File: src/rtl/wsp_pkg.sv
// Package for the waveform sequence table player: register map, entry layout, codes.
// Assumes a single APB clock domain used as the sync clock (sample clock / 256).
package wsp_pkg;

  // Register byte offsets
  localparam logic [11:0] WSP_CTRL_OFF     = 12'h000;
  localparam logic [11:0] WSP_STATUS_OFF   = 12'h004;
  localparam logic [11:0] WSP_START_OFF    = 12'h008;
  localparam logic [11:0] WSP_TADDR_OFF    = 12'h00c;
  localparam logic [11:0] WSP_TW0_OFF      = 12'h010;
  localparam logic [11:0] WSP_TW1_OFF      = 12'h014;
  localparam logic [11:0] WSP_TW2_OFF      = 12'h018;
  localparam logic [11:0] WSP_TW3_OFF      = 12'h01c;
  localparam logic [11:0] WSP_INTLEN_OFF   = 12'h020;
  localparam logic [11:0] WSP_OFFLVL_OFF   = 12'h024;

  // Control bits
  localparam int WSP_CTRL_RUN_BIT  = 0;
  localparam int WSP_CTRL_SEQ_BIT  = 1;
  localparam int WSP_CTRL_INTP_BIT = 2;
  localparam int WSP_CTRL_EVT_BIT  = 3;

  // Word 0 fields
  localparam int WSP_W0_TYPE_LSB   = 0;
  localparam int WSP_W0_SADV_LSB   = 2;
  localparam int WSP_W0_QADV_LSB   = 4;
  localparam int WSP_W0_NEWSEQ_BIT = 6;
  localparam int WSP_W0_SCEND_BIT  = 7;
  localparam int WSP_W0_HOLDV_BIT  = 8;
  localparam int WSP_W0_SEG_LSB    = 16;
  // Word 1: segment loop [15:0], sequence loop [31:16]
  // Word 2: start offset [15:0], end offset [31:16] (end 0 = whole segment)
  // Word 3: hold or idle I [15:0], hold or idle Q [31:16]; idle delay uses segment loop field

  localparam logic [31:0] WSP_RESET_WORD = 32'h0000_0000;
  localparam logic [15:0] WSP_INT_GRAN   = 16'h0080;
  localparam logic [15:0] WSP_SYNC_DIV   = 16'h0100;
  localparam logic [7:0]  WSP_IDLE_MIN   = 8'h01;

  typedef enum logic [1:0] {WSP_DATA, WSP_IDLE, WSP_EMPTY, WSP_RSVD} wsp_entry_type;
  typedef enum logic [1:0] {WSP_AUTO, WSP_COND, WSP_REPEAT, WSP_SINGLE} wsp_adv_type;

endpackage : wsp_pkg

File: src/rtl/wsp_player.sv
// Waveform sequence table player with APB register access and a shared sequence table.
// Assumes pclk is the sync clock and the sample memory answers reads combinationally.
// What this block does
// - Data entry plays its referenced segment for its iteration count.
// - Idle entry outputs one programmed sample for a programmed, bounded delay.
// - Idle has no segment loop; as sequence head it still carries sequence loop.
// - Empty entry outputs nothing; the following entry starts a new sequence.
// - Auto and repeat segments repeat their loop count before their advancement rule applies.
// - Start and end offsets select part of a segment, at mode granularity.
// - Auto segment advance moves on after the last repetition.
// - Conditional segment repeats until event, then finishes current pass.
// - Repeat segment holds last value after all passes until an event.
// - Single segment plays one pass per event, holding between passes.
// - Auto sequence advance starts the next sequence at once.
// - Conditional sequence repeats until event, then completes current pass.
// - Repeat sequence holds last value after all passes until an event.
// - Single sequence plays one pass per event until count is used.
// - New-sequence flag marks an entry as the first of a sequence.
// - Scenario-end flag marks the last entry of the scenario.
// - Sequence head carries the sequence repeat count.
// - Interpolated mode idle holds separate I and Q samples.
// - All four channels start generation on the same cycle.
// - Internal-memory channels loop one segment of 128-multiple length forever.
// - Without sequencing each entry plays as a sequence of its own, its segment with its own loop count.
// - One table drives all channels; per-channel sample data may differ.
// - Held value comes from the entry, else from the offset level.
// - Sequencer and event sampling run on the sync clock, many samples per cycle.
//
// Decided for this implementation: the placing of the registers and the APB slave port.
module wsp_player
  import wsp_pkg::*;
#(
  parameter int DEPTH  = 16,
  parameter int AW     = 4,
  parameter int GRAN   = 128
)(
  input  wire logic        pclk,
  input  wire logic        presetn,
  input  wire logic        psel,
  input  wire logic        penable,
  input  wire logic        pwrite,
  input  wire logic [11:0] paddr,
  input  wire logic [31:0] pwdata,
  output logic [31:0]      prdata,
  output logic             pready,
  output logic             pslverr,
  input  wire logic        adv_event,
  output logic [15:0]      mem_addr,
  output logic [15:0]      mem_seg,
  output logic [3:0]       ch_run,
  output logic             sample_valid,
  output logic             hold_valid,
  output logic [15:0]      hold_i,
  output logic [15:0]      hold_q,
  output logic             int_restart
);

  // Table depth must fill the pointer range, and one granule must fit a 16-bit address
  if (DEPTH != (1 << AW) || GRAN < 1 || GRAN > 65535)
  begin : g_bad_params
    $error("wsp_player: bad parameters");
  end

  localparam logic [15:0] GRAN16 = 16'(GRAN);

  typedef enum logic [2:0] {WSP_ST_STOP, WSP_ST_LOAD, WSP_ST_PLAY, WSP_ST_IDLE,
                            WSP_ST_SEG_WAIT, WSP_ST_SEQ_WAIT, WSP_ST_INT} wsp_state_type;

  typedef struct packed {
    logic [31:0]   ctrl;
    logic [AW-1:0] start;
    logic [AW-1:0] taddr;
    logic [31:0]   intlen;
    logic [15:0]   offlvl;
    wsp_state_type st;
    logic [AW-1:0] ptr;
    logic [AW-1:0] seq_head;
    logic [15:0]   addr;
    logic [15:0]   seg_cnt;
    logic [15:0]   seq_cnt;
    logic          seg_evt;
    logic          seq_evt;
    logic          evt_d;
    logic [31:0]   rdata;
    logic          valid;
    logic          hold;
    logic [15:0]   hi;
    logic [15:0]   hq;
    logic          restart;
  } wsp_regs_type;

  wsp_regs_type r;
  wsp_regs_type next_r;
  logic [31:0]  tab [DEPTH][4];

  logic          wr;
  logic          rd;
  logic [31:0]   w0, w1, w2, w3;
  wsp_entry_type etype;
  wsp_adv_type   sadv, qadv;
  logic [15:0]   seg_end;
  logic          evt;
  logic          pass_end;
  logic          seq_last;
  logic [AW-1:0] nxt;

  assign wr = psel && penable && pwrite;
  assign rd = psel && !penable && !pwrite;
  assign w0 = tab[r.ptr][0];
  assign w1 = tab[r.ptr][1];
  assign w2 = tab[r.ptr][2];
  assign w3 = tab[r.ptr][3];
  assign etype = wsp_entry_type'(w0[WSP_W0_TYPE_LSB +: 2]);
  assign sadv  = wsp_adv_type'(w0[WSP_W0_SADV_LSB +: 2]);
  assign qadv  = wsp_adv_type'(tab[r.seq_head][0][WSP_W0_QADV_LSB +: 2]);
  assign seg_end = (w2[31:16] != 16'h0000) ? w2[31:16] : 16'hffff;
  assign evt = adv_event && !r.evt_d;
  // One extra bit so the last granule below 64K still ends a full-length pass
  assign pass_end = ({1'b0, r.addr} + {1'b0, GRAN16} >= {1'b0, seg_end});
  assign nxt = r.ptr + 1'b1;
  // Sequence ends at scenario end, before a new-sequence entry, before an empty one, or at every entry without sequencing
  assign seq_last = w0[WSP_W0_SCEND_BIT] || tab[nxt][0][WSP_W0_NEWSEQ_BIT]
                    || (tab[nxt][0][WSP_W0_TYPE_LSB +: 2] == 2'(WSP_EMPTY))
                    || !r.ctrl[WSP_CTRL_SEQ_BIT];

  // Table storage, one table for every channel
  always_ff @(posedge pclk)
  begin
    if (wr && paddr >= WSP_TW0_OFF && paddr <= WSP_TW3_OFF)
      tab[r.taddr][paddr[3:2]] <= pwdata;
  end

  always_comb
  begin
    next_r = r;
    next_r.evt_d = adv_event;
    next_r.restart = 1'b0;
    if (evt)
    begin
      next_r.seg_evt = 1'b1;
      next_r.seq_evt = 1'b1;
    end
    // APB writes
    if (wr)
    begin
      if (paddr == WSP_CTRL_OFF)
        next_r.ctrl = pwdata;
      else if (paddr == WSP_START_OFF)
        next_r.start = pwdata[AW-1:0];
      else if (paddr == WSP_TADDR_OFF)
        next_r.taddr = pwdata[AW-1:0];
      else if (paddr == WSP_INTLEN_OFF)
        next_r.intlen = pwdata;
      else if (paddr == WSP_OFFLVL_OFF)
        next_r.offlvl = pwdata[15:0];
    end
    if (rd)
    begin
      if (paddr == WSP_CTRL_OFF)
        next_r.rdata = r.ctrl;
      else if (paddr == WSP_STATUS_OFF)
        next_r.rdata = {8'h00, 5'h00, r.st, 12'h000, 4'(r.ptr)};
      else if (paddr == WSP_START_OFF)
        next_r.rdata = 32'(r.start);
      else if (paddr == WSP_TADDR_OFF)
        next_r.rdata = 32'(r.taddr);
      else if (paddr >= WSP_TW0_OFF && paddr <= WSP_TW3_OFF)
        next_r.rdata = tab[r.taddr][paddr[3:2]];
      else if (paddr == WSP_INTLEN_OFF)
        next_r.rdata = r.intlen;
      else if (paddr == WSP_OFFLVL_OFF)
        next_r.rdata = {16'h0000, r.offlvl};
      else
        next_r.rdata = WSP_RESET_WORD;
    end

    case (r.st)
      WSP_ST_STOP:
      begin
        next_r.valid = 1'b0;
        next_r.hold = 1'b0;
        if (r.ctrl[WSP_CTRL_RUN_BIT])
        begin
          next_r.ptr = r.start;
          next_r.seq_head = r.start;
          next_r.seq_cnt = 16'h0000;
          next_r.seg_evt = 1'b0;
          next_r.seq_evt = 1'b0;
          next_r.st = WSP_ST_LOAD;
        end
      end
      WSP_ST_LOAD:
      begin
        next_r.addr = w2[15:0];
        next_r.seg_cnt = 16'h0000;
        next_r.seg_evt = 1'b0;
        if (r.ptr == r.seq_head && r.seq_cnt == 16'h0000)
          next_r.seq_evt = 1'b0;
        if (etype == WSP_EMPTY)
        begin
          next_r.ptr = nxt;
          next_r.seq_head = nxt;
          next_r.seq_cnt = 16'h0000;
        end
        else if (etype == WSP_IDLE)
        begin
          next_r.hi = w3[15:0];
          next_r.hq = r.ctrl[WSP_CTRL_INTP_BIT] ? w3[31:16] : w3[15:0];
          next_r.hold = 1'b1;
          next_r.valid = 1'b0;
          next_r.st = WSP_ST_IDLE;
        end
        else
        begin
          next_r.hold = 1'b0;
          next_r.valid = 1'b1;
          next_r.st = WSP_ST_PLAY;
        end
      end
      WSP_ST_IDLE:
      begin
        // Idle delay counts sync cycles; at least the minimum is spent
        next_r.seg_cnt = r.seg_cnt + 16'h0001;
        if (r.seg_cnt + 16'h0001 >= w1[15:0] && r.seg_cnt + 16'h0001 >= 16'(WSP_IDLE_MIN))
          next_r.st = WSP_ST_SEG_WAIT;
      end
      WSP_ST_PLAY:
      begin
        next_r.addr = r.addr + GRAN16;
        if (pass_end)
        begin
          next_r.addr = w2[15:0];
          next_r.seg_cnt = r.seg_cnt + 16'h0001;
          case (sadv)
            WSP_AUTO:
              if (r.seg_cnt + 16'h0001 >= w1[15:0])
                next_r.st = WSP_ST_SEG_WAIT;
            WSP_COND:
              if (r.seg_evt || evt)
                next_r.st = WSP_ST_SEG_WAIT;
            WSP_REPEAT:
              if (r.seg_cnt + 16'h0001 >= w1[15:0])
              begin
                next_r.valid = 1'b0;
                next_r.hold = 1'b1;
                next_r.seg_evt = 1'b0;
                next_r.st = WSP_ST_SEG_WAIT;
              end
            default:
            begin
              next_r.valid = 1'b0;
              next_r.hold = 1'b1;
              next_r.seg_evt = 1'b0;
              next_r.st = WSP_ST_SEG_WAIT;
            end
          endcase
          next_r.hi = w0[WSP_W0_HOLDV_BIT] ? w3[15:0] : r.offlvl;
          next_r.hq = w0[WSP_W0_HOLDV_BIT] ? w3[31:16] : r.offlvl;
        end
      end
      WSP_ST_SEG_WAIT:
      begin
        // Repeat and single wait for an event arriving after the hold began
        if (r.hold && etype == WSP_DATA && !(r.seg_evt || evt))
          next_r.st = WSP_ST_SEG_WAIT;
        else if (etype == WSP_DATA && sadv == WSP_SINGLE && r.seg_cnt < w1[15:0])
        begin
          next_r.hold = 1'b0;
          next_r.valid = 1'b1;
          next_r.st = WSP_ST_PLAY;
        end
        else if (!seq_last)
        begin
          next_r.ptr = nxt;
          next_r.st = WSP_ST_LOAD;
        end
        else
        begin
          next_r.seq_cnt = r.seq_cnt + 16'h0001;
          next_r.st = WSP_ST_SEQ_WAIT;
        end
      end
      WSP_ST_INT:
      begin
        // Stays here until run is cleared; addressing is handled below
        next_r.st = WSP_ST_INT;
      end
      default:
      begin
        // WSP_ST_SEQ_WAIT: sequence-level advancement at the sequence's last entry
        next_r.ptr = r.seq_head;
        next_r.st = WSP_ST_LOAD;
        case (qadv)
          WSP_AUTO:
            if (r.seq_cnt >= tab[r.seq_head][1][31:16])
              next_r.seq_cnt = 16'h0000;
          WSP_COND:
            if (r.seq_evt)
              next_r.seq_cnt = 16'h0000;
          WSP_REPEAT:
            if (r.seq_cnt >= tab[r.seq_head][1][31:16])
            begin
              next_r.hold = 1'b1;
              next_r.valid = 1'b0;
              next_r.st = WSP_ST_SEQ_WAIT;
              if (evt)
              begin
                next_r.seq_cnt = 16'h0000;
                next_r.st = WSP_ST_LOAD;
              end
            end
          default:
          begin
            next_r.hold = 1'b1;
            next_r.valid = 1'b0;
            next_r.st = WSP_ST_SEQ_WAIT;
            if (evt)
            begin
              next_r.st = WSP_ST_LOAD;
              if (r.seq_cnt >= tab[r.seq_head][1][31:16])
                next_r.seq_cnt = 16'h0000;
            end
          end
        endcase
        if (next_r.st == WSP_ST_LOAD && next_r.seq_cnt == 16'h0000)
        begin
          if (w0[WSP_W0_SCEND_BIT])
            next_r.ptr = r.start;
          else
            next_r.ptr = nxt;
          next_r.seq_head = next_r.ptr;
        end
      end
    endcase

    // Internal-memory path: one segment looped forever, granularity 128
    if (r.st == WSP_ST_STOP && r.ctrl[WSP_CTRL_RUN_BIT] && r.intlen[31])
      next_r.st = WSP_ST_INT;
    if (r.st == WSP_ST_INT)
    begin
      next_r.valid = 1'b1;
      next_r.addr = r.addr + WSP_INT_GRAN;
      if (r.addr + WSP_INT_GRAN >= r.intlen[15:0])
      begin
        next_r.addr = 16'h0000;
        next_r.restart = 1'b1;
      end
    end
    // Outputs drop with the stop, so nothing is shown while channels are halted
    if (!r.ctrl[WSP_CTRL_RUN_BIT])
    begin
      next_r.st = WSP_ST_STOP;
      next_r.valid = 1'b0;
      next_r.hold = 1'b0;
      next_r.restart = 1'b0;
    end
  end

  always_ff @(posedge pclk or negedge presetn)
  begin
    if (!presetn)
      r <= '0;
    else
      r <= next_r;
  end

  assign pready       = 1'b1;
  assign pslverr      = 1'b0;
  assign prdata       = r.rdata;
  assign mem_addr     = r.addr;
  assign mem_seg      = (r.st == WSP_ST_INT) ? 16'h0000 : w0[WSP_W0_SEG_LSB +: 16];
  assign ch_run       = {4{r.st != WSP_ST_STOP}};
  assign sample_valid = r.valid;
  assign hold_valid   = r.hold;
  assign hold_i       = r.hi;
  assign hold_q       = r.hq;
  assign int_restart  = r.restart;

endmodule : wsp_player

File: config.mk
export PLATFORM = sky130hd
export DESIGN_NAME = wsp_player
export DESIGN_NICKNAME = d
export VERILOG_FILES = /design/src/rtl/wsp_pkg.sv /design/src/rtl/wsp_player.sv
export SDC_FILE = /design/constraint.sdc
export NUM_CORES = 2
export LEC_CHECK = 0
export ABC_CLOCK_PERIOD_IN_PS = 5850
export BUFFER_PORTS_ARGS = -buffer_cell sky130_fd_sc_hd__buf_2
export CORE_UTILIZATION = 45
export DETAILED_ROUTE_END_ITERATION = 10
export HOLD_SLACK_MARGIN = 0.12
export MAX_ROUTING_LAYER = met4
export PLACE_DENSITY = 0.6
export SLEW_MARGIN = 0
export SYNTH_ARGS = -nofsm -noshare
export SYNTH_HDL_FRONTEND = slang
export SYNTH_SLANG_ARGS = --single-unit
File: constraint.sdc
create_clock -name pclk -period 5.85 [get_ports pclk]
set_input_delay 0.585 -clock pclk [delete_from_list [all_inputs] [get_ports pclk]]
set_output_delay 0.585 -clock pclk [all_outputs]
set_load 0.05 [all_outputs]
; After elaboration in Yosys (flattened, before gate mapping)
; Memories as Yosys holds them, arrays and structs flattened.
; Cells that the tools add are included.
[totals]
out_inout_bits = 105
register_bits = 217
ramBits = 2048
in_bits = 50
memories = 1
[op_classes]
reduce_logical = 60
order_cmp = 10
muxes = 87
eq_ne = 52
addsub = 5
bitwise_logic = 7
[memory_table]
columns = memory, depth, width, rd, rd_clocked_by_memory_dff, write_ports, line
row1 = tab, 16, 128, 4, 0, 1, wsp_player.sv:94  ; logic [31:0] tab [DEPTH][4];
[ops]
columns = operator, count
row1 = 32-bit 2-to-1 mux, 11
row2 = 16-bit 2-to-1 mux, 18
row3 = 128-bit 2-to-1 mux, 1
row4 = 16-bit case mux with 3 select lines, 2
row5 = 34-bit 2-to-1 mux, 2
row6 = 32-bit binary-select mux with 2-bit select, 1
row7 = 32-bit demux with 2-bit select, 1
row8 = 16-bit case mux with 4 select lines, 1
row9 = 32-bit case mux with 2 select lines, 1
row10 = 16-bit greater-or-equal comparator, 3
row11 = 3-bit 2-to-1 mux, 13
row12 = 4-bit inequality test (second input constant), 9
row13 = 16-bit by 1-bit adder with 16-bit output (second input constant), 2
row14 = 16-bit logical NOT, 2
row15 = 16-bit case mux with 2 select lines, 1
row16 = 12-bit by 4-bit equality test with 1-bit output (second input constant), 2
row17 = 12-bit by 6-bit equality test with 1-bit output (second input constant), 2
row18 = 2-bit inequality test (second input constant), 10
row19 = 1-bit logical AND, 18
row20 = 18-bit 2-to-1 mux, 1
row21 = 3-bit case mux with 6 select lines, 1
row22 = 6-bit AND reduction, 3
row23 = 9-bit AND reduction, 2
row24 = 16-bit by 8-bit adder with 17-bit output (second input constant), 1
row25 = other kinds (53), 113

; Logic depth before layout (Yosys ltp)
; An unclocked memory read counts as a cell.
[depth]
depth_word = 11
mapped_depth = 25
mapped_depth_nobuf = 17

; Worst setup path after synthesis
; Ideal clock, no wire load.
[synth_timing]
path_kind = register to register
startpoint = register r[122] (netlist bit)
endpoint = register r (netlist bit mem_addr[0])
synth_period_minus_slack_ns = 4.955
arrival_time_ns = 4.830
required_time_ns = 5.725
stages_incl_launch_ff = 22
slack_ns = 0.895
n_path_buf = 7
cell_sequence = dfrtp_1 -> buf_6 -> buf_6 -> buf_6 -> buf_6 -> buf_6 -> buf_2 -> mux2i_1 -> a221oi_1 -> a22oi_1 -> nand2_1 -> nor4_2 -> buf_2 -> a31oi_1 -> ha_1 -> o21a_1 -> a21oi_1 -> o211a_1 -> a221oi_1 -> nor2_1 -> nor3_1 -> mux2_2
[synth_via]
elab_chain_len = 7
[synth_rtl]
columns = item, line
row1 = from (decl), wsp_player.sv:92  ; wsp_regs_type r;
row2 = from (signal assigned), wsp_player.sv:364  ; r <= next_r;
row3 = memory 16 x 128 bit *, n/a
row4 = 16-bit nonzero test, wsp_player.sv:116  ; assign seg_end = (w2[31:16] != 16'h0000) ? w2[31:16] : 16'hffff;
row5 = 16-bit 2-to-1 mux, wsp_player.sv:116
row6 = 17-bit by 16-bit greater-or-equal comparator with 1-bit output, wsp_player.sv:119  ; assign pass_end = ({1'b0, r.addr} + {1'b0, GRAN16} >= {1'b0, seg_end});
row7 = 32-bit 2-to-1 mux, wsp_player.sv:230  ; if (pass_end)
row8 = 16-bit case mux with 2 select lines *, wsp_player.sv:177  ; case (r.st)
row9 = 16-bit 2-to-1 mux *, wsp_player.sv:339  ; if (r.st == WSP_ST_INT)
; Every way passes the cells marked *; elsewhere a longest branch is shown, timed or not. The select of a mux whose other input is x is not followed.
; A chain may end at the register's enable or synchronous reset.

; Final worst setup path
[layout_timing]
startpoint = register r[122] (netlist bit)
endpoint = register r (netlist bit sample_valid)
[layout_via]
elab_chain_len = 8
[layout_rtl]
columns = item
row1 = memory 16 x 128 bit *
row2 = branches (longest 7 deep; another with 17-bit by 16-bit greater-or-equal comparator with 1-bit output)
; Mark *: on every way between the ends. The select of a mux whose other input is x is not followed.

==> flow_metrics.py <==
metrics = {
    "clocking": {
        "clock_path_buffers": 3,
        "insertion_delay_ns": 0.90,
        "cts_inserted_buffers": 233,
        "cts.root.buffer_cell": "clkbuf_16",
        "clock_sinks": 2265,
        "cts_max_level": 4,
        "cts_tree": "built",
        "cts_setup_buffers": 0,
        "path_clk_slew_ns": 0.06,
    },
    "power_and_ir_drop": {
        "power.density_mw_per_mm2": 284,
        "switching_share": 0.210,
        "p_sw_mw": 7.19,
        "pwr-share-seq": 0.517,
        "vdd.ir_drop.worst_uv": 284,
        "intPower_mw": 27.0,
        "leakage_nw": 38.0,
        "clkPwrFrac": 0.464,
        "p_comb_frac": 0.019,
        "totalPowerFinal_mw": 34.2,
    },
    "logic_synthesis": {
        "synth_ff_type": "edfxtp_1",
        "synth_seq_area_share": 0.625,
        "yosysMostFrequentCell": "edfxtp_1",
        "synthesis.area_per_instance_sq_um": 18.4,
        "synth_edf_count": 2048,
        "ys_ff_latch": 2265,
        "synthCells": 5823,
        "synthTopCellsByCount": "edfxtp_1 (2048), mux4_2 (1018), mux2i_1 (356), clkbuf_1 (237)",
        "syn_nets": 5959,
        "yosysTopAreaCell": "edfxtp_1",
        "synth_warnings": 0,
        "netlist_top_cells_area": "edfxtp_1 (57%), mux4_2 (21%), dfrtp_1 (5.1%)",
        "synth_cell_types": 82,
        "syn_area_sq_mm": 0.107,
        "synth_top_area_share": 0.574,
        "ys_async_sr_fraction": 0.0958,
    },
    "placement": {
        "dpl-instance-area_sq_mm": 0.112,
        "io_buffer_count": 152,
        "gp_congestion": 0.942,
        "dpl.hpwl_mm": 205,
        "dp.cells": 8896,
    },
    "sta": {
        "drv_slew": 0,
        "worstMarginPinSlew_ns": 1.24,
        "max-slew-margin-rel": 0.170,
        "maxClockFrequency_ghz": 0.178,
        "fin_crit_ns": 5.62,
        "rsz0062_at_grt": "false",
        "final-setup-viol-count": 0,
        "fin_crit_sh": 0.961,
        "tns_ns": 0,
        "fin_skew_ns": 0.0501,
        "hold_viol_final": 0,
    },
    "detailed_routing": {
        "drcViolationCount": 0,
        "vias": 63100,
        "wl_per_cell_microns": 36.2,
        "routed_wl_mm": 339,
        "avgViaCountPerCell": 6.75,
        "ant_nets": 0,
        "drt_iter0_drc": 9251,
        "dr.pass1.iters": 8,
    },
    "setup_path": {
        "arrival_ns": 6.42,
        "cp-end-kind": "flop",
        "cp_max_fo": 109,
        "cp.required_ns": 6.64,
        "startpoint_type": "flop",
        "critical_path_class": "reg -> reg",
    },
    "layout": {
        "layout-drive-gt1-share": 0.324,
        "design_area_sq_mm": 0.121,
        "final_cell_count_no_fill": 9351,
        "syn2layout_area_growth_pct": 12.7,
        "num-nets-final": 6119,
        "final_util": 0.512,
    },
    "floorplan": {
        "die_h_microns": 490,
        "io_pins": 155,
        "fp.dieW_microns": 490,
        "core_sq_mm": 0.236,
        "die_area_sq_mm": 0.240,
        "start_util": 0.454,
        "rows": 178,
    },
    "grt": {
        "antenna_found_initial": 23,
        "grt_pass1_vias": 62400,
        "grt_max_degree": 128,
        "grt_pass1_wl_mm": 476,
        "grt_usage": 0.292,
        "overflow": 0,
    },
    "run_status": {
        "outcome": "complete, no violations",
    },
    "worst_hold_path": {
        "worstHoldPathType": "in -> reg",
    },
    "run": {
        "max_cap_viol_count": 0,
    },
}
[power groups by stage]
stage	Clock [mW]	Combinational [mW]	Sequential, mW
global placement	0	0.625	18.0
floorplan	0	0.249	18.0
finish	15.9	0.644	17.7
global route	16.7	0.680	17.7
CTS	16.1	0.642	17.7
detailed placement	0	0.642	18.0
[registers in the layout (all words and copies together) (netlist names)]
register / cells
r: 134
hold_q: 16
hold_i: 16
tab: 2048
int_restart: 1
mem_addr: 16
prdata: 32
sample_valid: 1
hold_valid: 1
[placed cells by master, fill, tap and decap left out, types with 43 or more instances in the layout]
cell	synthesis	layout
a31oi_1	53	53
mux4_2	1018	1018
buf_4	108	238
a22oi_1	67	67
dfrtp_1	217	206
nor2_1	217	151
a221oi_1	162	162
clkinv_2	0	46
nor2_4	0	66
a21oi_1	86	86
mux2i_1	356	356
inv_1	63	63
clkbuf_16	0	233
buf_2	99	150
mux2_2	84	84
ha_1	86	86
edfxtp_1	2048	2048
clkinv_1	2	43
nand3_1	58	57
nand2_1	215	215
o221ai_1	43	43
o21ai_0	167	165
[worst max-delay path, stage by stage (launching register included)]
cell	delay (ns)
dfrtp_4	0.68
buf_12	0.36
buf_16	0.50
mux4_2	0.60
a221oi_1	0.53
ha_1	0.34
and4_1	0.22
a221o_1	0.38
o21ai_0	0.52
and2_1	0.32
a31oi_1	0.17
or4_1	0.54
a21oi_1	0.15
[metrics by stage]
stage                     hold slack [ns]  setup slack [ns]
final                               0.306             0.227
after global routing                0.297            0.0272
after CTS                           0.252             0.160
after detailed placement            0.469             0.177
after global placement              0.464             0.246
after floorplan                     0.289             0.895
[worst paths after layout]
path | from | endpoint | slack [ns] | depth (start not counted)
min reg2reg | prdata[25] | prdata[25] | 0.48 | 2
max in group asynchronous | presetn | hold_i[7] | 4.04 | 3
min in group asynchronous | presetn | r[165] | 0.34 | 2
min | pwrite | prdata[4] | 0.31 | 5
max reg2reg | r[122] | sample_valid | 0.23 | 12
max | r[122] | sample_valid | 0.23 | 12
[cell families (layout without fill, tap and decap cells)]
logic type / Yosys count / count (layout) / share of synthesized area
DFF: 2265 / 2265 / 0.625
muxes: 1466 / 1466 / 0.258
AOI/OAI and AO/OA: 734 / 734 / 0.0493
and+or+nand+nor: 674 / 674 / 0.0291
buffers and inverters: 571 / 941 / 0.0267
adders and majority gates: 86 / 86 / 0.0100
xor gates and xnor gates: 25 / 25 / 0.00204
other: 2 / 10 / 0.0000701
[layer usage]
| layer | vias to the layer above | GRT usage | part of all wire |
|---|---|---|---|
| met5 | - | - | 0 |
| met4 | 0 | 0.0957 | 0.035 |
| met3 | 620 | 0.0479 | 0.098 |
| met2 | 3687 | 0.443 | 0.47 |
| met1 | 33800 | 0.404 | 0.40 |
| li1 | 25000 | - | - |
[area by class of cell]
type,count,area [sq um]
well taps,3150,3940
inverters,65,249
repair buffers,431,3380
clock inverters,165,2110
diodes,8,20.0
fillers,18700,115000
clock buffers,280,6120
multi-input cells,2987,37900
flip-flops and latches,2265,67000
[repair_timing]
action                                  CTS  global route
resized for setup                         0             3
hold endpoints to repair                 91             0
hold buffers                              2             0
endpoints found under the setup margin    0            16
No activity file was read; power rests on OpenSTA's default activity.
